`config.mk`:
```
export PLATFORM = sky130hd
export DESIGN_NAME = sbp_port
export DESIGN_NICKNAME = d
export VERILOG_FILES = /design/src/verilog/sbp_pkg.sv /design/src/verilog/sbp_buf2.sv /design/src/verilog/sbp_port.sv
export SDC_FILE = /design/constraint.sdc
export NUM_CORES = 1
export LEC_CHECK = 0
export BUFFER_PORTS_ARGS = -buffer_cell sky130_fd_sc_hd__buf_2
export CAP_MARGIN = 20
export CORE_MARGIN = 1
export CORE_UTILIZATION = 54
export DETAILED_ROUTE_END_ITERATION = 8
export GPL_TIMING_DRIVEN = 1
export PLACE_DENSITY = 0.78
export SLEW_MARGIN = 20
export SYNTH_ARGS = -nofsm -noshare
export SYNTH_HDL_FRONTEND = slang
export SYNTH_SLANG_ARGS = --single-unit
```
`constraint.sdc`:
```
create_clock -name clk -period 2.6 [get_ports clk]
set_input_delay 0.26 -clock clk [delete_from_list [all_inputs] [get_ports clk]]
set_output_delay 0.26 -clock clk [all_outputs]
set_load 0.1 [all_outputs]
```
`src/verilog/sbp_pkg.sv`:
```
/*
 * Shared constants for the external memory and display bus port.
 * Assumes a 100 MHz core clock; times are converted to cycles here.
 */
package sbp_pkg;
  localparam int ADDR_W = 21;
  localparam int DATA_W = 16;
  localparam int ROM_COUNT = 4;
  localparam int ROM_IDX_W = 2;
  localparam int CLK_PERIOD_NS = 10;
  // Least strobe width for a ROM or flash access
  localparam int ROM_ACCESS_NS = 120;
  localparam int ROM_STROBE_CYC = (ROM_ACCESS_NS + CLK_PERIOD_NS - 1) / CLK_PERIOD_NS;
  localparam int CNT_W = 8;
  localparam logic [CNT_W-1:0] CNT_ZERO = 8'h00;
  localparam logic [CNT_W-1:0] ROM_CNT_LOAD = CNT_W'(ROM_STROBE_CYC - 1);
  localparam logic [ROM_COUNT-1:0] ROM_SEL_IDLE = 4'hf;
  localparam logic [ADDR_W-1:0] ADDR_RESET = 21'h000000;
  localparam logic [DATA_W-1:0] DATA_RESET = 16'h0000;

  typedef enum logic [1:0] {
    SBP_IDLE = 2'b00,
    SBP_SETUP = 2'b01,
    SBP_STROBE = 2'b10,
    SBP_HOLD = 2'b11
  } sbp_state_e;
endpackage

```
`src/verilog/sbp_buf2.sv`:
```
/*
 * Two-entry buffer with valid/ready on both sides.
 * Assumes one synchronous clock and an active-high synchronous reset.
 */
`timescale 1ns/1ps
`default_nettype none
module sbp_buf2 #(
  parameter int WIDTH = 16
) (
  input wire logic clk,
  input wire logic srst,
  input wire logic in_valid,
  output logic in_ready,
  input wire logic [WIDTH-1:0] in_data,
  output logic out_valid,
  input wire logic out_ready,
  output logic [WIDTH-1:0] out_data
);
  logic [WIDTH-1:0] mem_q [2];
  logic [WIDTH-1:0] mem_d [2];
  logic [1:0] cnt_q, cnt_d;
  logic rd_q, rd_d;
  logic wr_q, wr_d;
  logic push, pop;

  assign in_ready = (cnt_q != 2'd2);
  assign out_valid = (cnt_q != 2'd0);
  assign out_data = mem_q[rd_q];
  assign push = in_valid && in_ready;
  assign pop = out_valid && out_ready;

  always_comb begin
    mem_d = mem_q;
    cnt_d = cnt_q;
    rd_d = rd_q;
    wr_d = wr_q;
    if (push) begin
      mem_d[wr_q] = in_data;
      wr_d = ~wr_q;
    end
    if (pop) begin
      rd_d = ~rd_q;
    end
    if (push && !pop) begin
      cnt_d = cnt_q + 2'd1;
    end else if (pop && !push) begin
      cnt_d = cnt_q - 2'd1;
    end
  end

  always_ff @(posedge clk) begin
    if (srst) begin
      mem_q[0] <= '0;
      mem_q[1] <= '0;
      cnt_q <= 2'd0;
      rd_q <= 1'b0;
      wr_q <= 1'b0;
    end else begin
      mem_q <= mem_d;
      cnt_q <= cnt_d;
      rd_q <= rd_d;
      wr_q <= wr_d;
    end
  end
endmodule
`default_nettype wire

```
`src/verilog/sbp_port.sv`:
```
/*
 * External bus port toward ROM/flash and a display controller.
 * Assumes requests come from core logic on clk; pins are asynchronous.
 */
// Functional notes
// - A 21-bit address is driven for every external access.
// - The 16-bit data bus carries write data out and read data back in.
// - The display select is asserted for every display access.
// - The display read strobe is asserted only while reading the display.
// - With display select active the shared write strobe writes the display.
// - With display select inactive the shared write strobe writes flash.
// - Display accesses wait for the ready input before they complete.
// - Four ROM selects exist and only the addressed one is asserted.
// - The ROM read strobe is asserted when reading a ROM.
`timescale 1ns/1ps
`default_nettype none
module sbp_port
  import sbp_pkg::*;
#(
  parameter int ROM_CYC = ROM_STROBE_CYC
) (
  input wire logic clk,
  input wire logic srst,
  input wire logic req_valid,
  output logic req_ready,
  input wire logic req_write,
  input wire logic req_display,
  input wire logic [ROM_IDX_W-1:0] req_rom_index,
  input wire logic [ADDR_W-1:0] req_addr,
  input wire logic [DATA_W-1:0] req_wdata,
  output logic rsp_valid,
  input wire logic rsp_ready,
  output logic [DATA_W-1:0] rsp_rdata,
  output logic [ADDR_W-1:0] bus_addr,
  input wire logic [DATA_W-1:0] bus_data_in,
  output logic [DATA_W-1:0] bus_data_out,
  output logic bus_data_oe,
  output logic display_select_n,
  output logic display_read_strobe_n,
  output logic shared_write_strobe_n,
  output logic [ROM_COUNT-1:0] boot_memory_selects_n,
  output logic boot_memory_read_strobe_n,
  input wire logic target_ready_in
);
  // Strobe counter runs down to zero, so it is loaded with one less
  localparam logic [CNT_W-1:0] CYC_LOAD = CNT_W'(ROM_CYC - 1);
  sbp_state_e state_q, state_d;
  logic [ADDR_W-1:0] addr_q, addr_d;
  logic [DATA_W-1:0] wdata_q, wdata_d;
  logic [DATA_W-1:0] rdata_q, rdata_d;
  logic [ROM_IDX_W-1:0] idx_q, idx_d;
  logic write_q, write_d;
  logic disp_q, disp_d;
  logic [CNT_W-1:0] cnt_q, cnt_d;
  logic push;
  logic buf_ready;
  logic rdy_m_q, rdy_s_q;
  logic [DATA_W-1:0] din_m_q, din_s_q;
  logic oe_d, dsel_d, drd_d, wr_d, rrd_d;
  logic [ROM_COUNT-1:0] rsel_d;

  function automatic logic [ROM_COUNT-1:0] rom_sel_n(input logic [ROM_IDX_W-1:0] idx);
    rom_sel_n = ~(ROM_COUNT'(1) << idx);
  endfunction

  // Pin inputs pass two flops before use
  always_ff @(posedge clk) begin
    if (srst) begin
      rdy_m_q <= 1'b0;
      rdy_s_q <= 1'b0;
      din_m_q <= DATA_RESET;
      din_s_q <= DATA_RESET;
    end else begin
      // Flushed while idle so a late ready from the last access is not reused
      rdy_m_q <= (state_q == SBP_IDLE) ? 1'b0 : target_ready_in;
      rdy_s_q <= (state_q == SBP_IDLE) ? 1'b0 : rdy_m_q;
      din_m_q <= bus_data_in;
      din_s_q <= din_m_q;
    end
  end

  assign req_ready = (state_q == SBP_IDLE);

  always_comb begin
    state_d = state_q;
    addr_d = addr_q;
    wdata_d = wdata_q;
    rdata_d = rdata_q;
    idx_d = idx_q;
    write_d = write_q;
    disp_d = disp_q;
    cnt_d = cnt_q;
    push = 1'b0;
    case (state_q)
      SBP_IDLE: begin
        if (req_valid) begin
          addr_d = req_addr;
          wdata_d = req_wdata;
          write_d = req_write;
          disp_d = req_display;
          idx_d = req_rom_index;
          state_d = SBP_SETUP;
        end
      end
      SBP_SETUP: begin
        cnt_d = CYC_LOAD;
        state_d = SBP_STROBE;
      end
      SBP_STROBE: begin
        if (disp_q) begin
          if (rdy_s_q) begin
            rdata_d = din_s_q;
            state_d = SBP_HOLD;
          end
        end else if (cnt_q == CNT_ZERO) begin
          rdata_d = din_s_q;
          state_d = SBP_HOLD;
        end else begin
          cnt_d = cnt_q - CNT_W'(1);
        end
      end
      SBP_HOLD: begin
        // Select stays on until read data is buffered
        push = !write_q;
        if (write_q || buf_ready) begin
          state_d = SBP_IDLE;
        end
      end
      default: state_d = SBP_IDLE;
    endcase
  end

  // Pin drives are computed from next state so they leave flops
  always_comb begin
    oe_d = (state_d != SBP_IDLE) && write_d;
    dsel_d = (state_d != SBP_IDLE) && disp_d;
    rsel_d = ((state_d != SBP_IDLE) && !disp_d) ? rom_sel_n(idx_d) : ROM_SEL_IDLE;
    drd_d = (state_d == SBP_STROBE) && disp_d && !write_d;
    wr_d = (state_d == SBP_STROBE) && write_d;
    rrd_d = (state_d == SBP_STROBE) && !disp_d && !write_d;
  end

  always_ff @(posedge clk) begin
    if (srst) begin
      state_q <= SBP_IDLE;
      addr_q <= ADDR_RESET;
      wdata_q <= DATA_RESET;
      rdata_q <= DATA_RESET;
      idx_q <= '0;
      write_q <= 1'b0;
      disp_q <= 1'b0;
      cnt_q <= CNT_ZERO;
      bus_addr <= ADDR_RESET;
      bus_data_out <= DATA_RESET;
      bus_data_oe <= 1'b0;
      display_select_n <= 1'b1;
      display_read_strobe_n <= 1'b1;
      shared_write_strobe_n <= 1'b1;
      boot_memory_selects_n <= ROM_SEL_IDLE;
      boot_memory_read_strobe_n <= 1'b1;
    end else begin
      state_q <= state_d;
      addr_q <= addr_d;
      wdata_q <= wdata_d;
      rdata_q <= rdata_d;
      idx_q <= idx_d;
      write_q <= write_d;
      disp_q <= disp_d;
      cnt_q <= cnt_d;
      bus_addr <= addr_d;
      bus_data_out <= wdata_d;
      bus_data_oe <= oe_d;
      display_select_n <= ~dsel_d;
      display_read_strobe_n <= ~drd_d;
      shared_write_strobe_n <= ~wr_d;
      boot_memory_selects_n <= rsel_d;
      boot_memory_read_strobe_n <= ~rrd_d;
    end
  end

  // Lets a stalled reader hold two words without losing one
  sbp_buf2 #(.WIDTH(DATA_W)) u_rsp_buf (
    .clk(clk),
    .srst(srst),
    .in_valid(push),
    .in_ready(buf_ready),
    .in_data(rdata_q),
    .out_valid(rsp_valid),
    .out_ready(rsp_ready),
    .out_data(rsp_rdata)
  );

  logic any_strobe;
  assign any_strobe = !display_read_strobe_n || !shared_write_strobe_n ||
                      !boot_memory_read_strobe_n;

  a_addr_driven: assert property (@(posedge clk) disable iff (srst)
    (req_valid && req_ready) |=> (bus_addr == $past(req_addr)))
    else $error("address not driven");
  a_write_data_out: assert property (@(posedge clk) disable iff (srst)
    !shared_write_strobe_n |-> (bus_data_oe && bus_data_out == wdata_q))
    else $error("write data not driven");
  a_display_select: assert property (@(posedge clk) disable iff (srst)
    (state_q != SBP_IDLE && disp_q) |-> !display_select_n) else $error("display select off");
  a_display_read: assert property (@(posedge clk) disable iff (srst)
    !display_read_strobe_n |-> (!display_select_n && !write_q && !bus_data_oe))
    else $error("display read outside display read");
  a_shared_write: assert property (@(posedge clk) disable iff (srst)
    !shared_write_strobe_n |-> (display_select_n != (boot_memory_selects_n == ROM_SEL_IDLE)))
    else $error("write strobe meaning ambiguous");
  a_ready_wait: assert property (@(posedge clk) disable iff (srst)
    (state_q == SBP_STROBE && disp_q && !rdy_s_q) |=> (state_q == SBP_STROBE))
    else $error("display access ended without ready");
  a_rom_onehot: assert property (@(posedge clk) disable iff (srst)
    (state_q != SBP_IDLE && !disp_q) |-> (boot_memory_selects_n == rom_sel_n(idx_q)))
    else $error("wrong rom select");
  a_rom_read_len: assert property (@(posedge clk) disable iff (srst)
    $fell(boot_memory_read_strobe_n) |-> !boot_memory_read_strobe_n [*3])
    else $error("rom read strobe too short");
  a_addr_stable: assert property (@(posedge clk) disable iff (srst)
    (any_strobe && $past(any_strobe)) |-> ($stable(bus_addr) && $stable(boot_memory_selects_n)
    && $stable(display_select_n))) else $error("address moved under strobe");
  a_select_exclusive: assert property (@(posedge clk) disable iff (srst)
    !(!display_select_n && boot_memory_selects_n != ROM_SEL_IDLE))
    else $error("display and rom selected together");
endmodule
`default_nettype wire
```
==> results of run 1 <==
-- per-layer routing --
| layer | vias up | global-route usage, % |
|---|---|---|
| li1 | 2473 | - |
| met1 | 2320 | 30.8 |
| met2 | 167 | 43.8 |
| met3 | 33 | 6.08 |
| met4 | 0 | 11.0 |
| met5 | - | 0 |
-- logic make-up (layout without fill, tap and decap cells) --
group	Yosys count	in the layout	share of synthesized area, %
AO/OA/AOI/OAI	112	112	12.7
XOR/XNOR	8	8	1.25
adder cells (fa/ha/maj)	2	2	0.446
buffers and inverters	52	221	3.68
flip-flops	146	146	52.1
multiplexers	32	32	6.06
AND/OR/NAND/NOR	272	272	23.8
-- area by class of cell --
cell class | instances | area share [%]
tap | 133 | 2.22
sequential | 146 | 39.0
inverter | 3 | 0.150
clock buffer | 18 | 5.58
multi-input combinational | 426 | 33.3
timing repair buffer | 187 | 16.6
clock inverter | 13 | 3.14
-- synthesized netlist by cell type (3+ instances only) --
library cell / n
dfxtp_1: 146
nand2_1: 122
a21oi_1: 65
nor2_1: 40
clkbuf_1: 39
nor2b_1: 35
nand2b_1: 19
a41oi_1: 16
mux2_2: 16
mux2i_1: 16
nand4_1: 16
o311ai_0: 16
nor3b_1: 8
nor3_1: 7
xor2_1: 7
buf_1: 6
o21ai_0: 5
a211oi_1: 4
and2_1: 4
buf_2: 3
inv_1: 3
or3_1: 3
-- repair_timing --
action	CTS	global route
setup buffers	0	0
endpoints found under the hold margin	54	0
hold buffers	54	0
-- stage by stage --
| step | utilization, % | worst slack [ns] | cell area (µm²) | total power, mW |
|---|---|---|---|---|
| CTS | 75.5 | 0.389 | 7490 | 6.42 |
| global placement | 63.5 | 0.536 | 6290 | 3.67 |
| global route | 75.5 | 0.263 | 7490 | 6.63 |
| detailed placement | 63.5 | 0.452 | 6290 | 3.71 |
| floorplan | - | 0.486 | 5610 | 3.47 |
| finish | 75.5 | 0.390 | 7490 | 6.41 |
-- where the power goes --
group / switching [mW] / total [mW] / internal, mW
Sequential: 0.103 / 2.47 / 2.37
Clock: 0.908 / 2.66 / 1.75
Combinational: 0.935 / 1.28 / 0.343
-- state kept, by name, summed over array words and instances, names as in the netlist, 2 cells and up --
register               cells
wdata_q                   16
u_rsp_buf.cnt_q            2
cnt_q                      8
idx_q                      2
din_m_q                   16
boot_memory_selects_n      4
din_s_q                   16
rdata_q                   16
u_rsp_buf.mem_q           32
state_q                    2
addr_q                    21
-- worst paths after layout --
check | start | end | slack, ns | cells past startpoint
max | state_q[0] | u_rsp_buf.mem_q[9] | 0.39 | 4
min | req_write | write_q | 0.03 | 3
max reg2reg | state_q[0] | u_rsp_buf.mem_q[9] | 0.39 | 4
min reg2reg | din_m_q[2] | din_s_q[2] | 0.43 | 1
-- critical path, cell delays in order (launching register included) --
cell	delay [ns]
dfxtp_1	0.56
nand2_1	0.21
or4b_2	0.97
mux2i_1	0.27
nor2_1	0.06
==> flow_summary.ini, run 1 <==
[logic_synthesis]
syn_nets = 688
yosys_most_used_dff = dfxtp_1
syn_inst = 624
synthArstFlopShare_pct = 0
synth_seq_cells = 146
synth.distinct_cells = 44
synth_edf_count = 0
synth_top_cell_by_area = dfxtp_1
synth.avg_cell_area_um2 = 9.00
yosys.area.top_type_share_pct = 52.1
synth_area_leaders = dfxtp_1 (52%), nand2_1 (8.2%), a21oi_1 (5.8%), nor2b_1 (3.9%), mux2_2 (3.2%)
ys_warn_count = 0
netlist_area_um2 = 5610
seq_area_frac_synth_pct = 52.1

[finish]
fin_cells = 926
fillers = 680
nets = 845
final_cell_mix = dfxtp_1 (146), buf_2 (124), nand2_1 (122)
layout_commonest_cell = dfxtp_1
drive_above_1_share_pct = 23.7
seqCellArea_um2 = 2920
syn_to_final_growth_pct = 33.4
multi_input_area_um2 = 2490
antenna_cells = 0

[critical_path]
cp.required_ns = 2.99
cp.arrival_ns = 2.60
worstPathMaxFanout = 16
crit_path_end_kind = flop
cp-start-kind = flop
critPathKind = reg2reg

[placement]
portBuffers = 125
dp_hpwl_mm = 7.85
gp_congestion = 0.873
dp_cells = 841

[clock_tree]
htree_levels = 4
ctsResizeCount = 0
clock_latency_ns = 0.52
cts_tree = built
cts_num_sinks = 146
clock_path_buffers = 2
cts_inserted_buffers = 17
cts-root-buf = clkbuf_8
clk_pin_slew_ns = 0.06

[sta]
max_slew_margin_pct = 38.2
finalHoldViolCount = 0
fin_tns_setup_ns = 0
setup_viol = 0
grt_setup_unrepaired = false
post-route-min-period_ns = 2.21
slew_violations = 0
timing.fmax_mhz = 452
tightest_slew_ns = 0.926
finalCritPeriodShare_pct = 85.0
finClkSkew_ns = 0.00349
timing.hold.ws_ns = 0.0268

[floorplan]
fp.dieH_um = 104
die_w_um = 104
start_util_pct = 56.6
ios = 126
dieArea_um2 = 10800
row_count = 36
core_um2 = 9910

[drt]
dr.max_layer_used = met4
ant_nets = 0
drt_pre_antenna_iters = 5
wirelength_met1_mm = 5.80
wl_met2_mm = 6.77
vias = 4993
wire_per_inst_um = 14.7
dr.first_iter.drc_count = 402
wl_met3_um = 694
avgViaCountPerCell = 5.39
drt_wl_total_mm = 13.6
route.detailed.drc = 0

[global_routing]
grt_pass1_wl_mm = 22.4
grt_pass1_vias = 4870
antenna_found_initial = 0
grt_max_degree = 134
gr-total-overflow = 0
grt_usage_pct = 25.7

[power]
power-per-cell-area_nw_per_um2 = 856
static-leakage-power_nw = 3.18
ir_drop_uv = 556

[outcome]
status = completed

[hold_path]
min_path_type = in2reg

[flow_run]
maxCapViolations = 0
Note: power is estimated with default switching activity, not from simulation.
==> run 2: changes to the inputs <==
- ABC_AREA: unset -> 1
- CORE_UTILIZATION: 54 -> 53
- PLACE_DENSITY: 0.78 -> 0.77
==> run 2 against run 1 <==
  * The flow now finishes with violations (hold timing)
  * Highest routed layer unchanged
  * Setup slack worse by 0.21 ns
  * Synthesized area shrank 5.6%
  * First-iteration DRC count shrank 43%
  * Final cell count up 5.6%
  * Die area decreased by 3.8%
  * Clock skew is 0.00081 ns higher
  * Largest power group is now sequential cells
  * Clock-buffer cell count increased by 1
==> flow_summary.ini, run 2 <==
[power]
static-leakage-power_nw = 3.14
ir_drop_uv = 424
switchingPower_mw = 2.15
p_clk_share_pct = 38.9
p_comb_share_pct = 22.1
p_seq_share_pct = 39.0
switching_share_pct = 33.3
total_power_mw = 6.45
power-per-cell-area_nw_per_um2 = 928
intPower_mw = 4.30

[drt]
ant_nets = 0
dr.first_iter.drc_count = 228
drt_wl_total_mm = 12.2
drt_pre_antenna_iters = 5
vias = 4797
avgViaCountPerCell = 4.90
wire_per_inst_um = 12.5
route.detailed.drc = 0

[global_routing]
grt_max_degree = 77
antenna_found_initial = 0
grt_pass1_wl_mm = 19.3
grt_pass1_vias = 4357
grt_usage_pct = 24.0
gr-total-overflow = 0

[placement]
portBuffers = 125
dp_cells = 907
postPlaceCellArea_um2 = 5940
dp_hpwl_mm = 7.54
gp_congestion = 0.785

[floorplan]
die_w_um = 102
row_count = 36
ios = 126
core_um2 = 9730
dieArea_um2 = 10400
fp.dieH_um = 102
start_util_pct = 54.4

[finish]
regMostFlops = u_rsp_buf.mem_q
fillers = 776
largest_reg_flops = 32
fin_cells = 978
antenna_cells = 0
finalInstanceArea_um2 = 6950
reg.largest.list = u_rsp_buf.mem_q (32), addr_q (21)
drive_above_1_share_pct = 21.1
layout_commonest_cell = nor2_1
final_util_pct = 71.4
final_cell_mix = nor2_1 (163), dfxtp_1 (146), buf_2 (125)
syn_to_final_growth_pct = 31.2
nets = 896

[clock_tree]
cts_hold_buf = 38
ctsResizeCount = 0
clock_path_buffers = 2
htree_levels = 4
clock_latency_ns = 0.52
cts_tree = built
cts-root-buf = clkbuf_8
cts_num_sinks = 146
clk_pin_slew_ns = 0.06
cts_inserted_buffers = 17
post-cts-setup-buffer-count = 0

[logic_synthesis]
synth-simple-area-share_pct = 20.9
synth_edf_count = 0
yosys.area.top_type_share_pct = 55.2
synth_top_cell_by_area = dfxtp_1
seq_area_frac_synth_pct = 55.2
netlist_area_um2 = 5300
syn_nets = 743
synth_top_family_by_area = simple AND/OR/NAND/NOR gates
synth.most_common_cell = nor2_1
synthArstFlopShare_pct = 0
synth_fa_ha_area_share_pct = 0.472
synth_seq_cells = 146
netlist_top_cells_count = nor2_1 (163), dfxtp_1 (146), o21ai_0 (85), inv_1 (71), nand2_1 (67)
synth.distinct_cells = 26
yosys_most_used_dff = dfxtp_1
syn_inst = 679
synth_compound_area_share_pct = 14.2
ys_warn_count = 0
synth_xor_area_share_pct = 0.331
synth.mux.area_fraction_pct = 0
synth_area_leaders = dfxtp_1 (55%), nor2_1 (12%), o21ai_0 (8.0%), inv_1 (5.0%), nand2_1 (4.7%)
synth.avg_cell_area_um2 = 7.80

[critical_path]
ff2ff_setup_slack_ns = 0.69
r2r_cells = 9
cp.arrival_ns = 2.16
cp-start-kind = flop
critPathKind = reg2out
crit_path_end_kind = output port
reg2reg_from = state_q[1]
cp.required_ns = 2.34
r2r-end = u_rsp_buf.cnt_q[1]
worstPathMaxFanout = 29

[sta]
timing.fmax_mhz = 414
grt_setup_unrepaired = false
tightest_slew_ns = 0.898
timing.hold.ws_ns = -0.000119
finClkSkew_ns = 0.00430
setup_viol = 0
finalCritPeriodShare_pct = 93.0
post-route-min-period_ns = 2.42
finalHoldViolCount = 1
slew_violations = 0
max_slew_margin_pct = 40.1

[hold_path]
min_path_type = in2reg
min_to = addr_q[6]
whs_path_depth = 3
worstHoldStart = req_addr[6]

[outcome]
violations = hold timing
status = finished, violations left

[flow_run]
maxCapViolations = 0
==> run 2: layout make-up <==
| type | instances | area [µm²] | area share [%] |
|---|---|---|---|
| clock inverter | 13 | 184 | 2.65 |
| tap | 133 | 166 | 2.39 |
| multi-input combinational | 422 | 1900 | 27.3 |
| clock buffer | 19 | 432 | 6.21 |
| sequential | 146 | 2920 | 42.1 |
| timing repair buffer | 171 | 1070 | 15.4 |
| inverter | 74 | 278 | 4.00 |
==> run 2: logic make-up (layout without fill, tap and decap cells) <==
logic type	Yosys count	in the layout
XOR/XNOR	2	2
buffers and inverters	111	277
flip-flops	146	146
adder cells (fa/ha/maj)	2	2
AND/OR/NAND/NOR	272	272
AO/OA/AOI/OAI	146	146
==> run 2: metrics by stage <==
step / TNS (ns) / worst slack (ns) / hold slack [ns]
floorplan: -2.94 / -0.304 / 0.367
global placement: 0 / 0.773 / 0.394
detailed placement: 0 / 0.721 / 0.396
CTS: 0 / 0.149 / 0.0000681
global route: 0 / 0.0193 / 0.00521
finish: 0 / 0.182 / -0.000119
==> run 2: worst max path at each step <==
| stage | startpoint | endpoint |
|---|---|---|
| global placement | u_rsp_buf.rd_q | rsp_rdata[15] |
| global route | u_rsp_buf.rd_q | rsp_rdata[15] |
| floorplan | u_rsp_buf.rd_q | rsp_rdata[5] |
| finish | u_rsp_buf.rd_q | rsp_rdata[15] |
| CTS | u_rsp_buf.rd_q | rsp_rdata[15] |
| detailed placement | state_q[1] | u_rsp_buf.cnt_q[1] |
==> run 2: power by group through the flow <==
stage / clock [mW] / combinational, mW / sequential (mW)
6_report: 2.51 / 1.42 / 2.52
5_1_grt: 2.63 / 1.52 / 2.54
4_1_cts: 2.53 / 1.42 / 2.51
3_5_place_dp: 0 / 1.37 / 2.56
3_3_place_gp: 0 / 1.34 / 2.55
2_1_floorplan: 0 / 0.611 / 3.07
==> run 2: worst max-delay path, cell delays in order (launching register included) <==
cell     delay (ns)
dfxtp_1        0.90
nand2_1        0.11
o21ai_0        0.14
buf_2          0.47
==> run 2: per-layer routing <==
metal / track usage, % / wire [µm] / up-vias / part of all wire, %
li1: - / - / 2454 / -
met4: 13.2 / 322 / 0 / 2.6
met1: 27.9 / 5230 / 2182 / 43
met3: 5.20 / 518 / 27 / 4.2
met2: 41.3 / 6140 / 134 / 50
met5: 0 / 0 / - / 0
==> run 3: changes to the inputs <==
- RECOVER_POWER: unset -> 50
==> run 3 against run 2 <==
  * Non-clock buffer count stayed put
  * Maximum frequency is 0.15% lower
  * Critical path depth stayed put
  * First-iteration DRC count is 8.8% higher
  * Register-to-register slack worse by 0.14 ns
  * Worst hold slack worse by 0.0074 ns
  * Clock-buffer cell count stayed put
  * Sequential power hardly changed
  * The run still ends with hold timing left
  * Cell area is 1.3% lower
  * Global-route usage stayed put
  * Combinational power hardly changed
==> flow_summary.ini, run 3 (synthesis results as in run 2) <==
[finish]
final_util_pct = 70.5
reg.largest.list = u_rsp_buf.mem_q (32), addr_q (21)
fillers = 814
regMostFlops = u_rsp_buf.mem_q
layout_commonest_cell = nor2_1
final_cell_mix = nor2_1 (164), dfxtp_1 (146), o21ai_0 (83)
drive_above_1_share_pct = 14.9
antenna_cells = 0
nets = 896
syn_to_final_growth_pct = 29.5
largest_reg_flops = 32

[placement]
portBuffers = 125
gp_congestion = 0.785
pre_cts_slack_ns = 0.721
dp_hpwl_mm = 7.54

[sta]
finalCritPeriodShare_pct = 93.1
max_slew_margin_pct = 16.1
tightest_slew_ns = 1.26
timing.fmax_mhz = 413
slew_violations = 0
setup_viol = 0
post-route-min-period_ns = 2.42
grt_setup_unrepaired = false
finalHoldViolCount = 1
setup_slack_ns = 0.178
timing.hold.ws_ns = -0.00752
finClkSkew_ns = 0.00468

[drt]
ant_nets = 0
vias = 4788
route.detailed.drc = 0
avgViaCountPerCell = 4.90
dr.first_iter.drc_count = 248
drt_pre_antenna_iters = 6
drt_wl_total_mm = 12.2
wire_per_inst_um = 12.5

[critical_path]
worstPathMaxFanout = 29
cp_slowest_stage_delay_ns = 0.90
path_cells = nand2_1 -> o21ai_0 -> buf_2
cp.arrival_ns = 2.16
crit_family = flip-flops
cp.required_ns = 2.34
worstPathBufferInverterCount = 1
cp-start-kind = flop
critPathKind = reg2out
slowest_stage = dfxtp_1
crit_path_end_kind = output port

[clock_tree]
cts_inserted_buffers = 17
clock_latency_ns = 0.53
htree_levels = 4
cts-root-buf = clkbuf_8
cts_num_sinks = 146
ctsResizeCount = 0
clock_path_buffers = 2
cts_tree = built
clk_pin_slew_ns = 0.06

[floorplan]
row_count = 36
start_util_pct = 54.4
dieArea_um2 = 10400
die_w_um = 102
ios = 126
fp.dieH_um = 102
core_um2 = 9730

[power]
static-leakage-power_nw = 2.97
ir_drop_uv = 425
total_power_mw = 6.42
power-per-cell-area_nw_per_um2 = 936

[global_routing]
grt_max_degree = 77
grt_usage_pct = 24.0
grt_pass1_wl_mm = 19.3
grt_pass1_vias = 4357
gr-total-overflow = 0
antenna_found_initial = 0

[flow_run]
maxCapViolations = 0

[hold_path]
min_path_type = in2reg

[outcome]
violations = hold timing
status = finished, violations left
-- run 3: cell types whose count changed in the layout (fill, tap and decap cells not counted), sizes merged --
cell,before,now
clkbuf,19,68
buf,133,84
-- run 3: layout make-up --
class	count	area (µm²)	area share, %
tap	133	166	2.43
inverter	74	278	4.05
timing repair buffer	171	1000	14.6
clock buffer	19	432	6.29
multi-input combinational	422	1870	27.3
clock inverter	13	184	2.68
sequential	146	2920	42.6
-- run 3: worst reg2reg max path, cell delays in order, from the launching register on --
cell and delay (ns):
dfxtp_1 0.35, nor2_1 0.30, nand2_1 0.30, inv_1 0.16
clkbuf_2 0.59, nor2_1 0.13, nor2_1 0.14
-- run 3: power by group --
group | switching, mW | internal, mW
registers | 0.112 | 2.41
clock network | 0.926 | 1.58
logic | 1.11 | 0.282
-- run 3: layer usage --
| layer | track usage [%] | vias to the layer above | wire (µm) |
|---|---|---|---|
| met3 | 5.20 | 27 | 577 |
| met5 | 0 | - | 0 |
| met4 | 13.2 | 0 | 314 |
| met2 | 41.3 | 141 | 6160 |
| met1 | 27.9 | 2169 | 5190 |
| li1 | - | 2451 | - |
-- run 3: path summary, 6_finish.rpt --
path / depth (start not counted) / end / slack, ns / start
max: 3 / rsp_rdata[15] / 0.18 / u_rsp_buf.rd_q
min: 3 / addr_q[3] / -0.008 / req_addr[3]
max reg2reg: 6 / wdata_q[3] / 0.55 / state_q[1]
min reg2reg: 2 / din_s_q[3] / 0.40 / din_m_q[3]
-- run 3: what timing repair did --
| action | 4_1_cts | 5_1_grt |
|---|---|---|
| setup buffers | 0 | 0 |
| hold endpoints to repair | 38 | 0 |
| hold buffers | 38 | 0 |
-- run 3: stage by stage --
step / TNS [ns] / area (µm²) / instances
finish: 0 / 6860 / 978
global route: 0 / 6860 / 978
CTS: 0 / 6940 / 977
detailed placement: 0 / 5940 / 907
global placement: 0 / 5940 / 907
floorplan: -2.94 / 5300 / 679
